## config.mk

```make
export PLATFORM = sky130hd
export DESIGN_NAME = hscd_device_flat
export DESIGN_NICKNAME = d
export VERILOG_FILES = /design/src/common/hscd_pkg.sv /design/src/common/hscd_if.sv /design/src/hw/hscd_type_decode.sv /design/src/hw/hscd_device.sv /design/src/flat_wrapper.sv
export SDC_FILE = /design/constraint.sdc
export NUM_CORES = 1
export LEC_CHECK = 0
export BUFFER_PORTS_ARGS = -buffer_cell sky130_fd_sc_hd__buf_2
export CORE_MARGIN = 2
export CORE_UTILIZATION = 34
export DETAILED_ROUTE_END_ITERATION = 16
export PLACE_DENSITY = 0.78
export SLEW_MARGIN = 40
export SYNTH_ARGS = -nofsm -noshare
export SYNTH_HDL_FRONTEND = slang
export SYNTH_SLANG_ARGS = --single-unit
```

## constraint.sdc

```tcl
create_clock -name clock_in -period 2.1 [get_ports clock_in]
set_input_delay 0.315 -clock clock_in [delete_from_list [all_inputs] [get_ports clock_in]]
set_output_delay 0.315 -clock clock_in [all_outputs]
set_load 0.1 [all_outputs]
```

## src/common/hscd_pkg.sv

```systemverilog
package hscd_pkg;
	localparam logic [4:0] REQ_ONE_SPECIAL    = 5'h08;
	localparam logic [2:0] REQ_TWO_SPECIAL    = 3'h1;
	localparam logic [7:0] TYPE_NOP           = 8'h00;
	localparam logic [7:0] TYPE_SHUTDOWN      = 8'h01;
	localparam logic [7:0] TYPE_FLUSH         = 8'h02;
	localparam logic [7:0] TYPE_HALT          = 8'h03;
	localparam logic [7:0] TYPE_SYNC          = 8'h04;
	localparam logic [7:0] TYPE_FLUSH_ACK     = 8'h05;
	localparam logic [7:0] TYPE_STOP_CLK_ACK  = 8'h06;
	localparam logic [7:0] TYPE_MGMT_ACK      = 8'h07;
	localparam logic [1:0] HUB_SHUTDOWN       = 2'h1;
	localparam logic [1:0] HUB_HALT           = 2'h2;
	localparam logic [1:0] HUB_STOP_GRANT     = 2'h3;
	localparam logic [1:0] HUB_NONE           = 2'h0;
	localparam int         ADDR_W             = 33;

	typedef enum logic [1:0] {
		HSCD_IDLE    = 2'b00,
		HSCD_HUB_REQ = 2'b01,
		HSCD_HUB_WAIT= 2'b10,
		HSCD_RETIRE  = 2'b11
	} hscd_state_t;
endpackage

```

## src/common/hscd_if.sv

```systemverilog
interface hscd_if (
	input wire logic clock_in,
	input wire logic reset_n_in
);
	import hscd_pkg::*;
	logic                request_valid;
	logic [4:0]          request_phase_one_code;
	logic [4:0]          request_phase_two_code;
	logic [ADDR_W-1:0]   first_address_phase_lines;
	logic [7:0]          byte_enable_lines;
	logic                management_space_flag;
	logic                request_claimed;
	logic                request_retired;

	modport device (
		input  request_valid, request_phase_one_code, request_phase_two_code,
		input  first_address_phase_lines, byte_enable_lines, management_space_flag,
		output request_claimed, request_retired
	);
	modport processor (
		output request_valid, request_phase_one_code, request_phase_two_code,
		output first_address_phase_lines, byte_enable_lines, management_space_flag,
		input  request_claimed, request_retired
	);
endinterface

```

## src/hw/hscd_type_decode.sv

```systemverilog
module hscd_type_decode (
	input  wire logic [4:0] request_phase_one_code_in,
	input  wire logic [4:0] request_phase_two_code_in,
	input  wire logic [7:0] cycle_type_byte_in,
	output logic            is_special_out,
	output logic [1:0]      hub_code_out,
	output logic            is_mgmt_ack_out
);
	import hscd_pkg::*;

	always_comb begin
		// upper two bits of phase two are don't care [RQ1]
		is_special_out = (request_phase_one_code_in == REQ_ONE_SPECIAL) &&
			(request_phase_two_code_in[2:0] == REQ_TWO_SPECIAL);
		is_mgmt_ack_out = (cycle_type_byte_in == TYPE_MGMT_ACK);
		case (cycle_type_byte_in) // [RQ3]
			TYPE_SHUTDOWN: hub_code_out = HUB_SHUTDOWN; // [RQ5]
			TYPE_HALT: hub_code_out = HUB_HALT; // [RQ7]
			TYPE_STOP_CLK_ACK: hub_code_out = HUB_STOP_GRANT; // [RQ10]
			// nop, flush, sync, flush ack, mgmt ack, reserved stay local
			default: hub_code_out = HUB_NONE; // [RQ4] [RQ6] [RQ8] [RQ9] [RQ12] [RQ15]
		endcase
	end
endmodule

```

## src/hw/hscd_device.sv

```systemverilog
// How it works
// [RQ1] special cycle: phase codes 01000 and xx001
// [RQ2] first address phase ignored on special cycles
// [RQ3] type decoded from the byte enable lines
// [RQ4] nop retires with no side effect
// [RQ5] shutdown forwarded, retired after hub master abort
// [RQ6] flush retired locally
// [RQ7] halt forwarded, retired after hub master abort
// [RQ8] sync retired locally
// [RQ9] flush acknowledge retired locally
// [RQ10] stop clock ack forwarded as stop grant
// [RQ11] mgmt ack with flag set opens space
// [RQ12] mgmt ack never forwarded to hub
// [RQ13] later flagged transactions hit protected space
// [RQ14] mgmt ack with flag clear closes space
// [RQ15] undefined types retired locally, no effect
module hscd_device (
	input  wire logic        clock_in,
	input  wire logic        reset_n_in,
	hscd_if.device           cpu,
	output logic             hub_cycle_valid_out,
	output logic [1:0]       hub_cycle_code_out,
	input  wire logic        hub_master_abort_in,
	output logic             mgmt_space_open_out,
	output logic             mgmt_space_access_out
);
	import hscd_pkg::*;

	hscd_state_t state_ff;
	hscd_state_t nxt_state;
	logic        is_special;
	logic        is_mgmt_ack;
	logic [1:0]  hub_code;
	logic [1:0]  hub_code_ff;
	logic        take;

	// address phase one is deliberately left unread [RQ2]
	hscd_type_decode u_decode (
		.request_phase_one_code_in (cpu.request_phase_one_code),
		.request_phase_two_code_in (cpu.request_phase_two_code),
		.cycle_type_byte_in        (cpu.byte_enable_lines),
		.is_special_out            (is_special),
		.hub_code_out              (hub_code),
		.is_mgmt_ack_out           (is_mgmt_ack)
	);

	assign take = (state_ff == HSCD_IDLE) && cpu.request_valid && is_special;

	always_comb begin
		nxt_state = state_ff;
		case (state_ff)
			HSCD_IDLE: begin
				if (take)
					nxt_state = (hub_code != HUB_NONE) ? HSCD_HUB_REQ : HSCD_RETIRE;
			end
			HSCD_HUB_REQ: nxt_state = HSCD_HUB_WAIT;
			HSCD_HUB_WAIT: begin
				if (hub_master_abort_in)
					nxt_state = HSCD_RETIRE; // [RQ5] [RQ7] [RQ10]
			end
			HSCD_RETIRE: nxt_state = HSCD_IDLE;
			default: nxt_state = HSCD_IDLE;
		endcase
	end

	always_ff @(posedge clock_in) begin
		if (!reset_n_in)
			state_ff <= HSCD_IDLE;
		else
			state_ff <= nxt_state;
	end

	always_ff @(posedge clock_in) begin
		if (!reset_n_in)
			hub_code_ff <= HUB_NONE;
		else if (take)
			hub_code_ff <= hub_code;
	end

	// hub request held until the abort comes back
	always_ff @(posedge clock_in) begin
		if (!reset_n_in) begin
			hub_cycle_valid_out <= 1'b0;
			hub_cycle_code_out  <= HUB_NONE;
		end else begin
			hub_cycle_valid_out <= (nxt_state == HSCD_HUB_REQ) || (nxt_state == HSCD_HUB_WAIT);
			hub_cycle_code_out  <= (nxt_state == HSCD_IDLE) ? HUB_NONE :
				(take ? hub_code : hub_code_ff);
		end
	end

	always_ff @(posedge clock_in) begin
		if (!reset_n_in) begin
			cpu.request_claimed <= 1'b0;
			cpu.request_retired <= 1'b0;
		end else begin
			cpu.request_claimed <= take;
			cpu.request_retired <= (nxt_state == HSCD_RETIRE);
		end
	end

	always_ff @(posedge clock_in) begin
		if (!reset_n_in)
			mgmt_space_open_out <= 1'b0;
		else if (take && is_mgmt_ack)
			mgmt_space_open_out <= cpu.management_space_flag; // [RQ11] [RQ14]
	end

	// non-special transactions only; registered, so one cycle late
	always_ff @(posedge clock_in) begin
		if (!reset_n_in)
			mgmt_space_access_out <= 1'b0;
		else
			mgmt_space_access_out <= mgmt_space_open_out && cpu.request_valid &&
				!is_special && cpu.management_space_flag; // [RQ13]
	end
endmodule

```

## src/flat_wrapper.sv

```systemverilog
// flat-port wrapper written by rule: the top's interface ports become plain ports
module hscd_device_flat import hscd_pkg::*;
  (clock_in, reset_n_in, hub_cycle_valid_out, hub_cycle_code_out, hub_master_abort_in, mgmt_space_open_out, mgmt_space_access_out, cpu_request_valid, cpu_request_phase_one_code, cpu_request_phase_two_code, cpu_first_address_phase_lines, cpu_byte_enable_lines, cpu_management_space_flag, cpu_request_claimed, cpu_request_retired);
  hscd_if cpu_i (.clock_in(clock_in), .reset_n_in(reset_n_in));
  input  wire logic clock_in;
  input  wire logic reset_n_in;
  output logic hub_cycle_valid_out;
  output logic [1:0] hub_cycle_code_out;
  input  wire logic hub_master_abort_in;
  output logic mgmt_space_open_out;
  output logic mgmt_space_access_out;
  input wire logic [$bits(cpu_i.request_valid)-1:0] cpu_request_valid;
  input wire logic [$bits(cpu_i.request_phase_one_code)-1:0] cpu_request_phase_one_code;
  input wire logic [$bits(cpu_i.request_phase_two_code)-1:0] cpu_request_phase_two_code;
  input wire logic [$bits(cpu_i.first_address_phase_lines)-1:0] cpu_first_address_phase_lines;
  input wire logic [$bits(cpu_i.byte_enable_lines)-1:0] cpu_byte_enable_lines;
  input wire logic [$bits(cpu_i.management_space_flag)-1:0] cpu_management_space_flag;
  output wire logic [$bits(cpu_i.request_claimed)-1:0] cpu_request_claimed;
  output wire logic [$bits(cpu_i.request_retired)-1:0] cpu_request_retired;
  assign cpu_i.request_valid = cpu_request_valid;
  assign cpu_i.request_phase_one_code = cpu_request_phase_one_code;
  assign cpu_i.request_phase_two_code = cpu_request_phase_two_code;
  assign cpu_i.first_address_phase_lines = cpu_first_address_phase_lines;
  assign cpu_i.byte_enable_lines = cpu_byte_enable_lines;
  assign cpu_i.management_space_flag = cpu_management_space_flag;
  assign cpu_request_claimed = cpu_i.request_claimed;
  assign cpu_request_retired = cpu_i.request_retired;
  hscd_device u_core (.clock_in(clock_in), .reset_n_in(reset_n_in), .cpu(cpu_i), .hub_cycle_valid_out(hub_cycle_valid_out), .hub_cycle_code_out(hub_cycle_code_out), .hub_master_abort_in(hub_master_abort_in), .mgmt_space_open_out(mgmt_space_open_out), .mgmt_space_access_out(mgmt_space_access_out));
endmodule
```

# [Yosys cells after proc, flatten, opt, wreduce, memory -nomap -nowiden]
# Cells that the tools add are included.
[totals] reg_bits=11
[op_classes] n_eq_ne=12 bitwise_logic=1 n_reduce_logical=13 mux=6
[ops] cell="8-bit by 3-bit == test with 1-bit output, second input constant" count=2
[ops] cell="2-bit == test, second input constant" count=4
[ops] cell="8-bit by 1-bit == test with 1-bit output, second input constant" count=1
[ops] cell="8-bit by 2-bit == test with 1-bit output, second input constant" count=1
[ops] cell="2-bit two-way mux" count=4
[ops] cell="2-bit one-hot mux with 4 select lines" count=1
[ops] cell="1-bit logical AND" count=7
[ops] cell="2-bit one-hot mux with 3 select lines" count=1
[ops] cell="5-bit by 4-bit == test with 1-bit output, second input constant" count=1
[ops] cell="2-bit by 1-bit == test with 1-bit output, second input constant" count=2
[ops] cell="2-bit zero test" count=2
[ops] cell="3-bit by 1-bit == test with 1-bit output, second input constant" count=1
[ops] cell="2-bit nonzero test" count=1
[ops] cell="2-bit OR reduction" count=1
[ops] cell="1-bit zero test" count=1
[ops] cell="1-bit logical OR" count=1
[ops] cell="1-bit inverter" count=1

# [Logic depth before layout (Yosys ltp)]
[depth] ltp_word=8 ltp_mapped=8 depth_no_buf=8

# [Modules after synthesis]
# From an unflattened synthesis, not the netlist that was laid out.
[hier_totals] cells_unflattened=58 area_unflattened_um2=545.5
[modules_own_cells] mod="hscd_device" seq_area_each_um2=220.2 area_each_um2=454.2 n_inst=1 cells_each=47
[modules_own_cells] mod="hscd_type_decode" seq_area_each_um2=0.0 area_each_um2=91.3 n_inst=1 cells_each=11

# [Worst setup path before layout]
# OpenSTA, ideal clock, no wires.
[synth_timing] path_kind="input port to flip-flop" startpoint="in cpu_request_phase_one_code[1]" endpoint="reg u_core.hub_cycle_valid_out" path_stages=6 t_arrival_ns=1.777 path_slack_ns=0.208 path_cell_list="nor4b_4 nand4_4 or3b_1 and2_1 ha_1 and2_1"
[synth_between] elab_chain_cells=7
[synth_lines] element="start: declaration" line_no="flat_wrapper.sv:13" rtl="input wire logic [$bits(cpu_i.request_phase_one_code)-1:0] cpu_request_phase_one_code;"
[synth_lines] element="5-bit by 4-bit == test with 1-bit output *" line_no="hscd_type_decode.sv:13" rtl="is_special_out = (request_phase_one_code_in == REQ_ONE_SPECIAL) &&"
[synth_lines] element="1-bit logical AND *" line_no="hscd_type_decode.sv:13"
[synth_lines] element="1-bit logical AND *" line_no="hscd_device.sv:47" rtl="assign take = (state_ff == HSCD_IDLE) && cpu.request_valid && is_special;"
[synth_lines] element="2-bit two-way mux *" line_no="hscd_device.sv:53" rtl="if (take)"
[synth_lines] element="2-bit one-hot mux with 4 select lines *" line_no="hscd_device.sv:51" rtl="case (state_ff)"
[synth_lines] element="2-bit by 1-bit == test with 1-bit output / 2-bit == test (equally long branches)" line_no="hscd_device.sv:86" rtl="hub_cycle_valid_out <= (nxt_state == HSCD_HUB_REQ) || (nxt_state == HSCD_HUB_WAIT);"
[synth_lines] element="1-bit logical OR *" line_no="hscd_device.sv:86"
[synth_lines] element="end signal: assignment" line_no="hscd_device.sv:86"
[synth_lines] element="end: declaration" line_no="hscd_device.sv:21" rtl="output logic hub_cycle_valid_out,"
# Every way passes the cells marked *; elsewhere a longest branch is shown, timed or not.
# A chain may end at the register's enable or synchronous reset.

# [Worst setup path in the final report]
[layout_timing] startpoint="reg u_core.state_ff[0]" endpoint="reg u_core.hub_cycle_valid_out"
[layout_between] elab_chain_cells=7
[layout_lines] element="start: declaration" line_no="hscd_device.sv:29" rtl="hscd_state_t state_ff;"
[layout_lines] element="start signal: assignment" line_no="hscd_device.sv:70" rtl="state_ff <= nxt_state;"
[layout_lines] element="2-bit zero test" line_no="hscd_device.sv:47, hscd_device.sv:51"
[layout_lines] element="1-bit logical AND (2 in series)" line_no="hscd_device.sv:47"
[layout_lines] element="2-bit two-way mux" line_no="hscd_device.sv:53"
[layout_lines] element="2-bit one-hot mux with 4 select lines *" line_no="hscd_device.sv:51"
[layout_lines] element="2-bit by 1-bit == test with 1-bit output / 2-bit == test (equally long branches)" line_no="hscd_device.sv:86"
[layout_lines] element="1-bit logical OR *" line_no="hscd_device.sv:86"
# Marked as above.

==> metrics.txt <==
# TYPE chip_impl_metric gauge
chip_impl_metric{name="slew_headroom",unit=""} 0.6764
chip_impl_info{name="critPathSlowestCell",value="or3b_1"} 1
chip_impl_info{name="ys_dominant_reg_cell",value="dfxtp_1"} 1
chip_impl_metric{name="post_route_cell_area",unit="sq um"} 793.3
chip_impl_metric{name="flow.area_growth_from_synthesis",unit="%"} 31.54
chip_impl_metric{name="critPathRequiredTime",unit="ns"} 2.26
chip_impl_metric{name="setup_viol_count_final",unit=""} 0
chip_impl_metric{name="synthesized_area_fraction_occupied_by_adder_cells",unit=""} 0.1037
chip_impl_info{name="setup.worst_path.start_class",value="register"} 1
chip_impl_metric{name="floorplan.initialDensity",unit=""} 0.3570
chip_impl_metric{name="cts_resized",unit=""} 0
chip_impl_metric{name="chipWidth",unit="um"} 46.12
chip_impl_metric{name="synth_compound_area_frac",unit=""} 0.07676
chip_impl_metric{name="first_pass_iters",unit=""} 4
chip_impl_metric{name="via_count_of_the_first_global_routing_pass",unit=""} 493
chip_impl_info{name="hp-class",value="in2reg"} 1
chip_impl_metric{name="syn_area_per_cell",unit="sq um"} 10.40
chip_impl_metric{name="wirelength",unit="mm"} 1.143
chip_impl_info{name="synth_top_cell_by_area",value="dfxtp_1"} 1
chip_impl_metric{name="ctsHoldBuffers",unit=""} 0
chip_impl_info{name="worst_setup_path_startpoint",value="u_core.state_ff[0]"} 1
chip_impl_metric{name="synth.area.mux_share",unit=""} 0.04979
chip_impl_metric{name="peakVddDrop",unit="mV"} 0.3188
chip_impl_metric{name="post-synth-top-area-fraction",unit=""} 0.3651
chip_impl_metric{name="synthXorXnorAreaFrac",unit=""} 0.01452
chip_impl_info{name="setup_repair_after_global_routing_missed_its_margin",value="no"} 1
chip_impl_metric{name="core_area",unit="sq um"} 1689
chip_impl_metric{name="finalHoldViolCount",unit=""} 0
chip_impl_info{name="timing.rr.start",value="u_core.state_ff[0]"} 1
chip_impl_metric{name="fin_tns_setup",unit="ns"} 0
chip_impl_metric{name="antenna_found_initial",unit=""} 0
chip_impl_metric{name="worst_path_max_fanout",unit=""} 4
chip_impl_metric{name="slowest_delay",unit="ns"} 0.40
chip_impl_metric{name="fmax",unit="MHz"} 539.9
chip_impl_metric{name="netlist-cell-type-count",unit=""} 25
chip_impl_metric{name="yosys_warnings",unit=""} 0
chip_impl_metric{name="p_per_area",unit="nW/um^2"} 716.5
chip_impl_metric{name="clk_pin_slew",unit="ns"} 0.07
chip_impl_info{name="combinational_family_with_the_most_area_after_synthesis",value="simple AND/OR/NAND/NOR gates"} 1
chip_impl_info{name="worst_hold_path_endpoint",value="u_core.mgmt_space_access_out"} 1
chip_impl_info{name="cts_root_buffer",value="clkbuf_4"} 1
chip_impl_metric{name="detail_route.wl_per_cell",unit="um"} 10.68
chip_impl_metric{name="cts-htree-levels",unit=""} 1
chip_impl_metric{name="num-nets-final",unit=""} 152
chip_impl_metric{name="critical_path_arrival",unit="ns"} 2.02
chip_impl_metric{name="grt.overflow.total",unit=""} 0
chip_impl_metric{name="power.leakage",unit="nW"} 0.3687
chip_impl_metric{name="timing.clock.skew",unit="ns"} 0.007173
chip_impl_metric{name="whs_path_depth",unit=""} 3
chip_impl_metric{name="synth.yosys.seq_area_share",unit=""} 0.3651
chip_impl_metric{name="die_y",unit="um"} 46.12
chip_impl_metric{name="clock_path_buffers",unit=""} 2
chip_impl_metric{name="design.portCount",unit=""} 63
chip_impl_metric{name="power.total",unit="mW"} 0.5684
chip_impl_metric{name="timing.critical_path.buf_inv",unit=""} 1
chip_impl_metric{name="insertedDiodeCount",unit=""} 0
chip_impl_metric{name="synth_area",unit="sq um"} 603.1
chip_impl_info{name="crit_path_max_delay_family",value="simple AND/OR/NAND/NOR gates"} 1
chip_impl_metric{name="synth.net_count",unit=""} 119
chip_impl_metric{name="timing_max_transition_violations_final",unit=""} 0
chip_impl_metric{name="synth_simple_gate_area_frac",unit=""} 0.3651
chip_impl_metric{name="maximum_number_of_pins_on_one_net_before_global_route_repair",unit=""} 9
chip_impl_metric{name="io_buffers",unit=""} 27
chip_impl_metric{name="placedInstanceArea",unit="sq um"} 767.0
chip_impl_metric{name="timing_worst_slew_pin_value",unit="ns"} 0.4888
chip_impl_info{name="worstSetupEndpointType",value="register"} 1
chip_impl_metric{name="r2r_cells",unit=""} 7
chip_impl_metric{name="std_cell_rows",unit=""} 15
chip_impl_metric{name="grt_use_total",unit=""} 0.1181
chip_impl_metric{name="synth_async_sr_flop_share",unit=""} 0
chip_impl_info{name="outcome",value="finished, final reports clean"} 1
chip_impl_metric{name="netlist_instances",unit=""} 58
chip_impl_info{name="ys_top_cells_by_count",value="dfxtp_1, nor2_1, ha_1"} 1
chip_impl_metric{name="tritoncts_num_sinks",unit=""} 11
chip_impl_info{name="cts_tree",value="done"} 1
chip_impl_metric{name="drt-initial-drc-count",unit=""} 4
chip_impl_metric{name="clkLatencyLatePin",unit="ns"} 0.27
chip_impl_metric{name="reg2reg_setup_slack",unit="ns"} 0.25
chip_impl_metric{name="post-cts-setup-buffer-count",unit=""} 0
chip_impl_metric{name="via_per_inst",unit=""} 4.813
chip_impl_metric{name="post-route-period-util",unit=""} 0.8820
chip_impl_metric{name="antenna_left",unit=""} 0
chip_impl_metric{name="post-route-drc-count",unit=""} 0
chip_impl_info{name="timing.setup.critical_path_class",value="reg2reg"} 1
chip_impl_metric{name="gp_congestion",unit=""} 0.6753
chip_impl_info{name="synth_area_leaders",value="dfxtp_1, ha_1, nor4b_4"} 1
chip_impl_info{name="worstReg2RegEnd",value="u_core.hub_cycle_valid_out"} 1
chip_impl_info{name="list_of_cells_traversed_by_the_critical_path",value="inv_1, ha_1, nand4_4, or3b_1, and2_1, ha_1, and2_1"} 1
chip_impl_metric{name="cts_inserted_buffers",unit=""} 3
chip_impl_info{name="synth_most_common_cell",value="dfxtp_1"} 1
chip_impl_info{name="hold_start",value="cpu_management_space_flag"} 1
chip_impl_metric{name="num_vias",unit=""} 515
chip_impl_metric{name="post_route_cells_drive_above_1_share",unit=""} 0.4222
chip_impl_metric{name="die-area",unit="sq um"} 2127
chip_impl_metric{name="post-route-min-period",unit="ns"} 1.852
chip_impl_metric{name="cap_violations",unit=""} 0
chip_impl_metric{name="grt_first_pass_wirelength",unit="mm"} 1.807
chip_impl_metric{name="dpl.hpwl",unit="um"} 935.1
chip_impl_metric{name="ys_ff_latch",unit=""} 11
chip_impl_metric{name="synth-edff-count",unit=""} 0
[metal layers]
metal	wire length [um]	track usage
met1	477	0.1214
met2	551	0.2222
met3	101	0.03922
met4	13	0.03429
met5	0	0
[report_power, final]
| part | internal [mW] | leakage [nW] | total [mW] | switching (mW) |
|---|---|---|---|---|
| Sequential | 0.222 | 0.0887 | 0.227 | 0.00453 |
| Clock | 0.0736 | 0.0150 | 0.146 | 0.0723 |
| Combinational | 0.0721 | 0.265 | 0.196 | 0.124 |
| Total | 0.368 | 0.369 | 0.568 | 0.201 |
[metrics by stage]
step                      hold WS [ns]  setup WS, ns  cells  utilization
after floorplan                 0.4367        0.2081     58            -
after global placement          0.4601        0.1044    103       0.4541
after detailed placement        0.4686       0.07886    103       0.4541
after CTS                       0.3009        0.2293    107       0.4696
after global routing            0.3102        0.1003    107       0.4696
final                           0.2995        0.2479    107       0.4696
[worst max path at each step]
stage	endpoint	slack [ns]	cells after the start
detailed placement	u_core.hub_cycle_valid_out	0.08	7
floorplan	u_core.hub_cycle_valid_out	0.21	6
CTS	u_core.hub_cycle_valid_out	0.23	7
global placement	u_core.hub_cycle_valid_out	0.10	7
finish	u_core.hub_cycle_valid_out	0.25	7
global route	u_core.hub_cycle_valid_out	0.10	8
[cell type report]
| type | count | area [sq um] |
|---|---|---|
| Fill cell | 164 | 895.9 |
| Multi-Input combinational cell | 43 | 367.9 |
| Sequential cell | 11 | 220.2 |
| Timing Repair Buffer | 28 | 142.6 |
| Clock buffer | 4 | 26.28 |
| Tap cell | 17 | 21.27 |
| Inverter | 4 | 15.01 |
[cell families (layout without fill, tap and decap cells)]
group / count (synthesis) / after routing
adders and majority gates: 5 / 5
buffers and inverters: 4 / 36
AOI/OAI and AO/OA: 6 / 6
and+or+nand+nor: 28 / 28
DFF: 11 / 11
muxes: 3 / 3
xor gates and xnor gates: 1 / 1
[worst reg2reg max path, stage by stage (launching register included)]
cell and delay [ns]:
dfxtp_1 0.32, inv_1 0.12, ha_1 0.23, nand4_4 0.10
or3b_1 0.40, and2_1 0.17, ha_1 0.26, and2_1 0.15
[registers in the layout, summed over array words and instances, names as in the netlist]
name and count:
u_core.mgmt_space_access_out 1, u_core.hub_cycle_valid_out 1, u_core.hub_code_ff 2, u_core.mgmt_space_open_out 1, u_core.hub_cycle_code_out 2, u_core.cpu.request_claimed 1, u_core.state_ff 2, u_core.cpu.request_retired 1
[layout by cell type, fill, tap and decap left out, types with 2 or more instances in the layout]
master / count
buf_2: 27
dfxtp_1: 11
nor2_1: 6
ha_1: 5
and2_1: 4
inv_1: 4
nand2_1: 3
mux2i_1: 3
clkbuf_4: 3
nor4b_4: 2
nand2b_1: 2
a211oi_1: 2
a21oi_1: 2
Note: power is estimated with default switching activity, not from simulation.
